--- src/common/lcdm_pkg.sv ---
/*
 Constants and state types for the multiplexed LCD drive block.
 Assumes a 40 MHz bus clock and word-only AHB-Lite register access.
*/
package lcdm_pkg;
   // Geometry
   localparam int LCDM_NSEG = 35;
   localparam int LCDM_NCOM = 4;
   localparam int LCDM_NBITS = LCDM_NSEG * LCDM_NCOM;
   localparam int LCDM_NPORT = 4;
   localparam int LCDM_PBITS = LCDM_NBITS / LCDM_NPORT;

   // Register byte offsets
   localparam logic [7:0] LCDM_OFS_CTRL = 8'h00;
   localparam logic [7:0] LCDM_OFS_EXT = 8'h04;
   localparam logic [7:0] LCDM_OFS_PORTION0 = 8'h08;
   localparam logic [7:0] LCDM_OFS_STATUS = 8'h18;

   // Control field positions
   localparam int LCDM_CTRL_OSC_SEL = 0;
   localparam int LCDM_CTRL_RATE_LO = 1;
   localparam int LCDM_CTRL_BLANK = 4;
   localparam int LCDM_CTRL_PSAVE = 5;

   // Status field positions
   localparam int LCDM_ST_LOADED_LO = 0;
   localparam int LCDM_ST_INHIBIT_N = 4;
   localparam int LCDM_ST_PHASE_LO = 5;
   localparam int LCDM_ST_POL = 7;
   localparam int LCDM_ST_ACTIVE = 8;

   // Values after reset
   localparam logic LCDM_RST_OSC_SEL = 1'b0;
   localparam logic [2:0] LCDM_RST_RATE = 3'h0;
   localparam logic LCDM_RST_BLANK = 1'b0;
   localparam logic LCDM_RST_PSAVE = 1'b0;

   // Frame rate codes, bit2 first: {bit2,bit1,bit0}
   localparam logic [2:0] LCDM_RATE_768 = 3'h3;
   localparam logic [2:0] LCDM_RATE_576 = 3'h7;
   localparam logic [2:0] LCDM_RATE_384 = 3'h0;
   localparam logic [2:0] LCDM_RATE_288 = 3'h4;
   localparam logic [2:0] LCDM_RATE_192 = 3'h2;

   // Frame dividers in source clocks
   localparam int LCDM_DIV_768 = 768;
   localparam int LCDM_DIV_576 = 576;
   localparam int LCDM_DIV_384 = 384;
   localparam int LCDM_DIV_288 = 288;
   localparam int LCDM_DIV_192 = 192;

   // Internal RC oscillator emulation
   localparam real LCDM_CLK_MHZ = 40.0;
   localparam real LCDM_RC_KHZ = 38.0;
   localparam int LCDM_RC_DIV = int'(LCDM_CLK_MHZ * 1000.0 / LCDM_RC_KHZ);

   // Drive level codes, one-third bias
   localparam logic [1:0] LCDM_LVL_VSS = 2'h0;
   localparam logic [1:0] LCDM_LVL_V1 = 2'h1;
   localparam logic [1:0] LCDM_LVL_V2 = 2'h2;
   localparam logic [1:0] LCDM_LVL_VDD = 2'h3;

   typedef struct packed {
      logic [10:0] rc_cnt;
      logic osc_q;
      logic [7:0] qcnt;
      logic [1:0] phase;
      logic pol;
      logic active;
   } lcdm_gen_st_t;

   typedef struct packed {
      logic osc_sel;
      logic [2:0] rate;
      logic blank;
      logic psave;
      logic [2:0] ext;
      logic [LCDM_NBITS-1:0] data;
      logic [3:0] loaded;
      logic wr_pend;
      logic rd_pend;
      logic [7:0] addr;
      logic hready;
      logic hresp;
      logic [31:0] hrdata;
      logic [2*LCDM_NCOM-1:0] com;
      logic [2*LCDM_NSEG-1:0] seg;
   } lcdm_top_st_t;
endpackage

--- src/common/lcdm_frame_if.sv ---
/*
 Link between the register side and the frame timing generator.
 Assumes both ends run on the same bus clock.
*/
`timescale 1ns/1ps
interface lcdm_frame_if;
   logic osc_sel;
   logic [2:0] rate;
   logic psave;
   logic [1:0] phase;
   logic pol;
   logic active;
   modport gen (input osc_sel, input rate, input psave,
                output phase, output pol, output active);
   modport user (output osc_sel, output rate, output psave,
                 input phase, input pol, input active);
endinterface

--- src/hw/lcdm_drive.sv ---
/*
 Multiplexed LCD drive top: AHB-Lite register slave, display latches and
 one-quarter duty, one-third bias output levels. Assumes a single
 AHB-Lite master and that the inhibit and oscillator pins are synchronous.
*/
`timescale 1ns/1ps
module lcdm_drive
   import lcdm_pkg::*;
(
   // Clock and reset
   input wire logic hclk,
   input wire logic hresetn,
   // AHB-Lite slave
   input wire logic hsel,
   input wire logic [31:0] haddr,
   input wire logic [1:0] htrans,
   input wire logic hwrite,
   input wire logic [2:0] hsize,
   input wire logic [31:0] hwdata,
   input wire logic hready,
   output logic hreadyout,
   output logic hresp,
   output logic [31:0] hrdata,
   // Panel pins
   input wire logic display_inhibit_n,
   input wire logic oscillator_pin,
   output logic [2*LCDM_NCOM-1:0] common_level,
   output logic [2*LCDM_NSEG-1:0] segment_level
);
   lcdm_top_st_t st_r;
   lcdm_top_st_t st_nxt;
   lcdm_frame_if fr ();

   lcdm_frame_gen u_gen (
      .hclk(hclk),
      .hresetn(hresetn),
      .oscillator_pin(oscillator_pin),
      .fr(fr)
   );

   assign fr.osc_sel = st_r.osc_sel;
   assign fr.rate = st_r.rate;
   assign fr.psave = st_r.psave;

   // Level of a common in the current phase
   function automatic logic [1:0] com_lvl(input logic sel, input logic pol);
      if (sel)
         return pol ? LCDM_LVL_VSS : LCDM_LVL_VDD;
      else
         return pol ? LCDM_LVL_V2 : LCDM_LVL_V1;
   endfunction

   // Level of a segment for its on/off bit
   function automatic logic [1:0] seg_lvl(input logic on, input logic pol);
      if (on)
         return pol ? LCDM_LVL_VDD : LCDM_LVL_VSS;
      else
         return pol ? LCDM_LVL_V1 : LCDM_LVL_V2;
   endfunction

   // Index of a portion register, 4 when not one
   function automatic logic [2:0] portion_of(input logic [7:0] a);
      logic [7:0] d;
      d = a - LCDM_OFS_PORTION0;
      if (a >= LCDM_OFS_PORTION0 && d[7:4] == 4'h0 && d[1:0] == 2'h0)
         return {1'b0, d[3:2]};
      else
         return 3'h4;
   endfunction

   logic [31:0] rd_val;
   logic [2:0] wp;
   logic [2:0] rp;
   logic [LCDM_PBITS-1:0] pword;
   logic take;
   logic drive_on;

   always_comb
   begin
      st_nxt = st_r;
      rd_val = 32'h0000_0000;
      pword = '0;
      st_nxt.hresp = 1'b0;
      take = hsel & hready & htrans[1];
      wp = portion_of(st_r.addr);
      rp = portion_of(st_r.addr);

      // Write data phase, zero wait
      if (st_r.wr_pend)
      begin
         if (st_r.addr == LCDM_OFS_CTRL)
         begin
            st_nxt.osc_sel = hwdata[LCDM_CTRL_OSC_SEL];
            st_nxt.rate = hwdata[LCDM_CTRL_RATE_LO +: 3];
            st_nxt.blank = hwdata[LCDM_CTRL_BLANK];
            st_nxt.psave = hwdata[LCDM_CTRL_PSAVE];
         end
         else if (st_r.addr == LCDM_OFS_EXT)
         begin
            st_nxt.ext = hwdata[2:0];
         end
         else if (wp != 3'h4)
         begin
            pword = {st_r.ext, hwdata};
            st_nxt.data[32'(wp) * LCDM_PBITS +: LCDM_PBITS] = pword;
            st_nxt.loaded[wp[1:0]] = 1'b1;
         end
      end

      // Read data, one wait state
      if (st_r.addr == LCDM_OFS_CTRL)
      begin
         rd_val[LCDM_CTRL_OSC_SEL] = st_r.osc_sel;
         rd_val[LCDM_CTRL_RATE_LO +: 3] = st_r.rate;
         rd_val[LCDM_CTRL_BLANK] = st_r.blank;
         rd_val[LCDM_CTRL_PSAVE] = st_r.psave;
      end
      else if (st_r.addr == LCDM_OFS_EXT)
      begin
         rd_val[2:0] = st_r.ext;
      end
      else if (st_r.addr == LCDM_OFS_STATUS)
      begin
         rd_val[LCDM_ST_LOADED_LO +: 4] = st_r.loaded;
         rd_val[LCDM_ST_INHIBIT_N] = display_inhibit_n;
         rd_val[LCDM_ST_PHASE_LO +: 2] = fr.phase;
         rd_val[LCDM_ST_POL] = fr.pol;
         rd_val[LCDM_ST_ACTIVE] = fr.active;
      end
      else if (rp != 3'h4)
      begin
         rd_val = st_r.data[32'(rp) * LCDM_PBITS +: 32];
      end

      st_nxt.wr_pend = 1'b0;
      st_nxt.rd_pend = 1'b0;
      if (st_r.rd_pend)
      begin
         st_nxt.hrdata = rd_val;
         st_nxt.hready = 1'b1;
      end
      else if (take)
      begin
         st_nxt.addr = haddr[7:0];
         if (haddr[31:8] != 24'h000000)
            st_nxt.addr = 8'hff;
         st_nxt.wr_pend = hwrite;
         st_nxt.rd_pend = ~hwrite;
         st_nxt.hready = hwrite;
      end

      // Output levels
      drive_on = display_inhibit_n & ~st_r.psave & fr.active;
      for (int c = 0; c < LCDM_NCOM; c++)
      begin
         if (drive_on)
            st_nxt.com[2*c +: 2] =
               com_lvl(fr.phase == 2'(c), fr.pol);
         else
            st_nxt.com[2*c +: 2] = LCDM_LVL_VSS;
      end
      for (int s = 0; s < LCDM_NSEG; s++)
      begin
         if (drive_on)
            st_nxt.seg[2*s +: 2] = seg_lvl(
               ~st_r.blank & st_r.data[LCDM_NCOM*s + 32'(fr.phase)],
               fr.pol);
         else
            st_nxt.seg[2*s +: 2] = LCDM_LVL_VSS;
      end
   end

   // Latches cleared at reset for determinism only
   always_ff @(posedge hclk or negedge hresetn)
   begin
      if (!hresetn)
      begin
         st_r <= '0;
         st_r.osc_sel <= LCDM_RST_OSC_SEL;
         st_r.rate <= LCDM_RST_RATE;
         st_r.blank <= LCDM_RST_BLANK;
         st_r.psave <= LCDM_RST_PSAVE;
         st_r.hready <= 1'b1;
      end
      else
      begin
         st_r <= st_nxt;
      end
   end

   assign hreadyout = st_r.hready;
   assign hresp = st_r.hresp;
   assign hrdata = st_r.hrdata;
   assign common_level = st_r.com;
   assign segment_level = st_r.seg;
endmodule

--- src/hw/lcdm_frame_gen.sv ---
/*
 Frame timing generator: picks the source clock, divides it and steps
 through the four common phases. Assumes the oscillator pin is already
 synchronous to hclk.
*/
`timescale 1ns/1ps
module lcdm_frame_gen
   import lcdm_pkg::*;
(
   // Clock and reset
   input wire logic hclk,
   input wire logic hresetn,
   // Oscillator pin
   input wire logic oscillator_pin,
   // Control and phase
   lcdm_frame_if.gen fr
);
   lcdm_gen_st_t st_r;
   lcdm_gen_st_t st_nxt;

   // Quarter of the frame divider for a rate code
   function automatic logic [7:0] quarter(input logic [2:0] code);
      int d;
      unique case (code)
         LCDM_RATE_768: d = LCDM_DIV_768;
         LCDM_RATE_576: d = LCDM_DIV_576;
         LCDM_RATE_288: d = LCDM_DIV_288;
         LCDM_RATE_192: d = LCDM_DIV_192;
         default: d = LCDM_DIV_384;
      endcase
      return 8'(d / LCDM_NCOM);
   endfunction

   logic tick;

   always_comb
   begin
      st_nxt = st_r;
      st_nxt.osc_q = oscillator_pin;
      tick = 1'b0;
      if (fr.psave)
      begin
         st_nxt.rc_cnt = '0;
         st_nxt.qcnt = '0;
         st_nxt.phase = '0;
         st_nxt.pol = 1'b0;
         st_nxt.active = 1'b0;
      end
      else
      begin
         if (fr.osc_sel)
         begin
            tick = oscillator_pin & ~st_r.osc_q;
            st_nxt.rc_cnt = '0;
         end
         else if (st_r.rc_cnt == 11'(LCDM_RC_DIV - 1))
         begin
            tick = 1'b1;
            st_nxt.rc_cnt = '0;
         end
         else
         begin
            st_nxt.rc_cnt = st_r.rc_cnt + 11'h001;
         end
         if (tick)
         begin
            st_nxt.active = 1'b1;
            if (st_r.qcnt >= quarter(fr.rate) - 8'h01)
            begin
               st_nxt.qcnt = '0;
               st_nxt.phase = st_r.phase + 2'h1;
               if (st_r.phase == 2'h3)
                  st_nxt.pol = ~st_r.pol;
            end
            else
            begin
               st_nxt.qcnt = st_r.qcnt + 8'h01;
            end
         end
      end
   end

   always_ff @(posedge hclk or negedge hresetn)
   begin
      if (!hresetn)
         st_r <= '0;
      else
         st_r <= st_nxt;
   end

   assign fr.phase = st_r.phase;
   assign fr.pol = st_r.pol;
   assign fr.active = st_r.active;
endmodule

--- config.mk ---
export PLATFORM = sky130hd
export DESIGN_NAME = lcdm_drive
export DESIGN_NICKNAME = d
export VERILOG_FILES = /design/src/common/lcdm_pkg.sv /design/src/common/lcdm_frame_if.sv /design/src/hw/lcdm_drive.sv /design/src/hw/lcdm_frame_gen.sv
export SDC_FILE = /design/constraint.sdc
export NUM_CORES = 1
export LEC_CHECK = 0
export ABC_CLOCK_PERIOD_IN_PS = 8900
export BUFFER_PORTS_ARGS = -buffer_cell sky130_fd_sc_hd__buf_2
export CAP_MARGIN = 20
export CORE_MARGIN = 2
export CORE_UTILIZATION = 40
export DETAILED_ROUTE_END_ITERATION = 6
export SLEW_MARGIN = 10
export SYNTH_ARGS = -nofsm -noshare
export SYNTH_HDL_FRONTEND = slang
export SYNTH_SLANG_ARGS = --single-unit
--- constraint.sdc ---
create_clock -name hclk -period 8.9 [get_ports hclk]
set_input_delay 0.445 -clock hclk [delete_from_list [all_inputs] [get_ports hclk]]
set_output_delay 0.445 -clock hclk [all_outputs]
set_load 0.005 [all_outputs]
==> reports/metrics.yaml <==
powerDensity_mw_per_mm2: 171
clk_pin_slew_worst_paths_ns: 0.06
drt_wl_total_um: 34700
synth_cells: 1273
max_freq_mhz: 222
worstSetupPathType: "register to register"
synth_largest_area_cell: "dfrtp_1"
area.sequential_mm2: 0.00653
dp_hpwl_um: 22300
drcViolationCount: 0
start_util: 0.405
die_area_mm2: 0.0354
syn_to_final_growth_pct: 11.1
setup_tns_ns: 0
ys_seq_elements: 261
root_buffer: "clkbuf_16"
fin_nets: 1412
synth-edff-count: 0
gp_congestion: 0.805
cts_hold_buf: 1
rr_startpoint: "st_r[116]"
syn_area_mm2: 0.0136
rsz0062_at_grt: "no"
finalHoldViolations: 0
p_int_mw: 1.99
r2r_setup_slack_ns: 4.39
placementRows: 67
track_usage: 0.198
skew_ns: 0.0217
multiInputGateArea_mm2: 0.00584
postRouteAntennaNets: 0
initialDrtViolationCount: 707
slew_headroom: 0.296
arrival_ns: 4.94
ioPinCount: 188
fin_hold_ws_ns: 0.0188
period_needed_ns: 4.51
synth_fa_ha_area_frac: 0.0194
synth-main-ff-cell: "dfrtp_1"
synth_cell_types: 57
fin_util: 0.450
drive_gt1_frac: 0.303
worstHoldPathCells: 1
die_w_um: 188
r2r_cells: 12
synth-simple-area-share: 0.147
grt_pass1_wl_um: 55800
synth_mux_area_frac: 0.129
grt_max_degree: 177
irDropWorstVdd_v: 0.000156
die-height_um: 188
cts_tree: "yes"
syn_area_per_cell_um2: 10.6
switching_share: 0.225
async_flop_share: 1.00
wl_per_cell_um: 19.4
leakage_nw: 7.00
grt-ovfl-total: 0
p_switching_mw: 0.579
vias: 9525
cp-start-kind: "register"
cts-resized-gates: 0
worst_slew_pin_slew_ns: 1.06
viasPerCell: 5.34
grt_antenna_before_repair: 5
dr.pass1.iters: 6
core_area_mm2: 0.0334
cts_made_buffers: 29
cts_sinks: 261
cap_violations: 0
p_clk_frac: 0.478
seq_area_frac_synth: 0.482
crit_fanout: 35
final-setup-viol-count: 0
synth_top_area_frac: 0.480
grt_pass1_vias: 9731
r2r_end: "st_r[149]"
final_common_cell: "dfrtp_1"
slew_viol_final: 0
synthXorXnorAreaFrac: 0.0342
crit_path_end: "st_r[149]"
status: "finished clean"
portBuffers: 182
hold_class: "primary input to register"
syn-num-nets: 1370
h-tree-depth: 1
synth_compound_area_frac: 0.0985
cp.required_ns: 9.34
power_frac_comb: 0.046
crit_path_start: "st_r[116]"
n_fill_cell: 3228
fin_crit_sh: 0.506
post_cts_buffers: 0
cts_buffer_depth: 3
synth_top_family_by_area: "simple AND/OR/NAND/NOR gates"
endpoint_kind: "register"
sequentialPowerShare: 0.476
clkLatencyLatePin_ns: 0.57
synth_area_leaders: "dfrtp_1, mux2_2, buf_4, mux4_2, nand2_1"
final_cell_mix: "dfrtp_1, buf_2, nand2_1, nor2_1, mux2_2"
yosys_warnings: 0
-- per-stage QoR --
step / power (mW) / area [µm²] / std cells / setup WS (ns)
global route: 2.66 / 15100 / 1785 / 4.12
detailed placement: 1.36 / 14100 / 1731 / 4.42
CTS: 2.59 / 15100 / 1784 / 4.38
finish: 2.57 / 15100 / 1785 / 4.39
global placement: 1.36 / 14100 / 1729 / 4.47
floorplan: 1.30 / 13600 / 1273 / 5.13
-- state kept, by name (all words and copies together), names as in the netlist --
signal / flops
hreadyout: 1
u_gen.st_r: 20
hrdata: 32
u_gen.fr.pol: 1
segment_level: 36
u_gen.fr.phase: 2
fr.psave: 1
u_gen.fr.active: 1
st_r: 158
fr.osc_sel: 1
fr.rate: 3
common_level: 5
-- per-layer routing --
| layer | up-vias | GRT usage | share of wire |
|---|---|---|---|
| met5 | - | 0 | 0.00072 |
| met4 | 4 | 0.0506 | 0.018 |
| met3 | 50 | 0.0372 | 0.067 |
| met2 | 343 | 0.309 | 0.46 |
| met1 | 4716 | 0.284 | 0.46 |
| li1 | 4412 | - | - |
-- critical path, stage by stage (launching register included) --
cell and delay [ns]:
dfrtp_1 0.54, inv_1 0.08, ha_1 0.27, nor4b_2 0.26, nand4_2 0.13, buf_4 0.30
or2_2 0.40, ha_1 0.23, ha_1 0.22, a311oi_2 0.69, nor4b_4 0.33, buf_4 0.52
mux2_2 0.40
-- Yosys cell counts, drive strengths merged (3+ instances only) --
cell / n
nor2b: 36
xor2: 7
o211ai: 4
mux4: 35
nand2b: 5
mux2: 79
and2: 4
a22o: 28
mux2i: 7
a21oi: 9
o22a: 8
nand2: 165
dfrtp: 260
inv: 16
o221ai: 3
xnor2: 46
clkbuf: 58
a32oi: 3
o21ai: 69
a221o: 6
ha: 21
or4: 4
nand3: 45
nor2: 98
a21o: 10
o221a: 27
or2: 3
o22ai: 3
and3: 13
buf: 132
nand4: 4
nor3: 34
nor4: 8
-- final cells by class --
type	instances	share of cell area
clock inverters	10	0.00955
diodes	1	0.000166
inverters	16	0.00399
repair buffers	201	0.0721
multi-input cells	806	0.388
clock buffers	42	0.0554
flip-flops and latches	261	0.434
well taps	448	0.0372
-- power by group through the flow --
stage	logic, mW	registers [mW]	clock network, mW
after global placement	0.118	1.24	0
final	0.118	1.22	1.23
after floorplan	0.0606	1.24	0
after detailed placement	0.120	1.24	0
after CTS	0.121	1.22	1.25
after global routing	0.133	1.23	1.30
-- how the worst min path moves through the flow --
stage	endpoint	start	slack [ns]
floorplan	common_level[1]	hresetn	0.15
global placement	u_gen.st_r[13]	u_gen.st_r[13]	0.44
detailed placement	st_r[122]	st_r[122]	0.45
CTS	u_gen.st_r[12]	oscillator_pin	0.004
global route	u_gen.st_r[12]	oscillator_pin	0.009
finish	u_gen.st_r[12]	oscillator_pin	0.02
-- logic make-up after synthesis --
kind of cell | count (synthesis)
buffers and inverters | 206
adders and majority gates | 21
DFF | 261
other | 1
and+or+nand+nor | 430
xor gates and xnor gates | 53
AOI/OAI and AO/OA | 180
muxes | 121
Note: power is estimated with default switching activity, not from simulation.
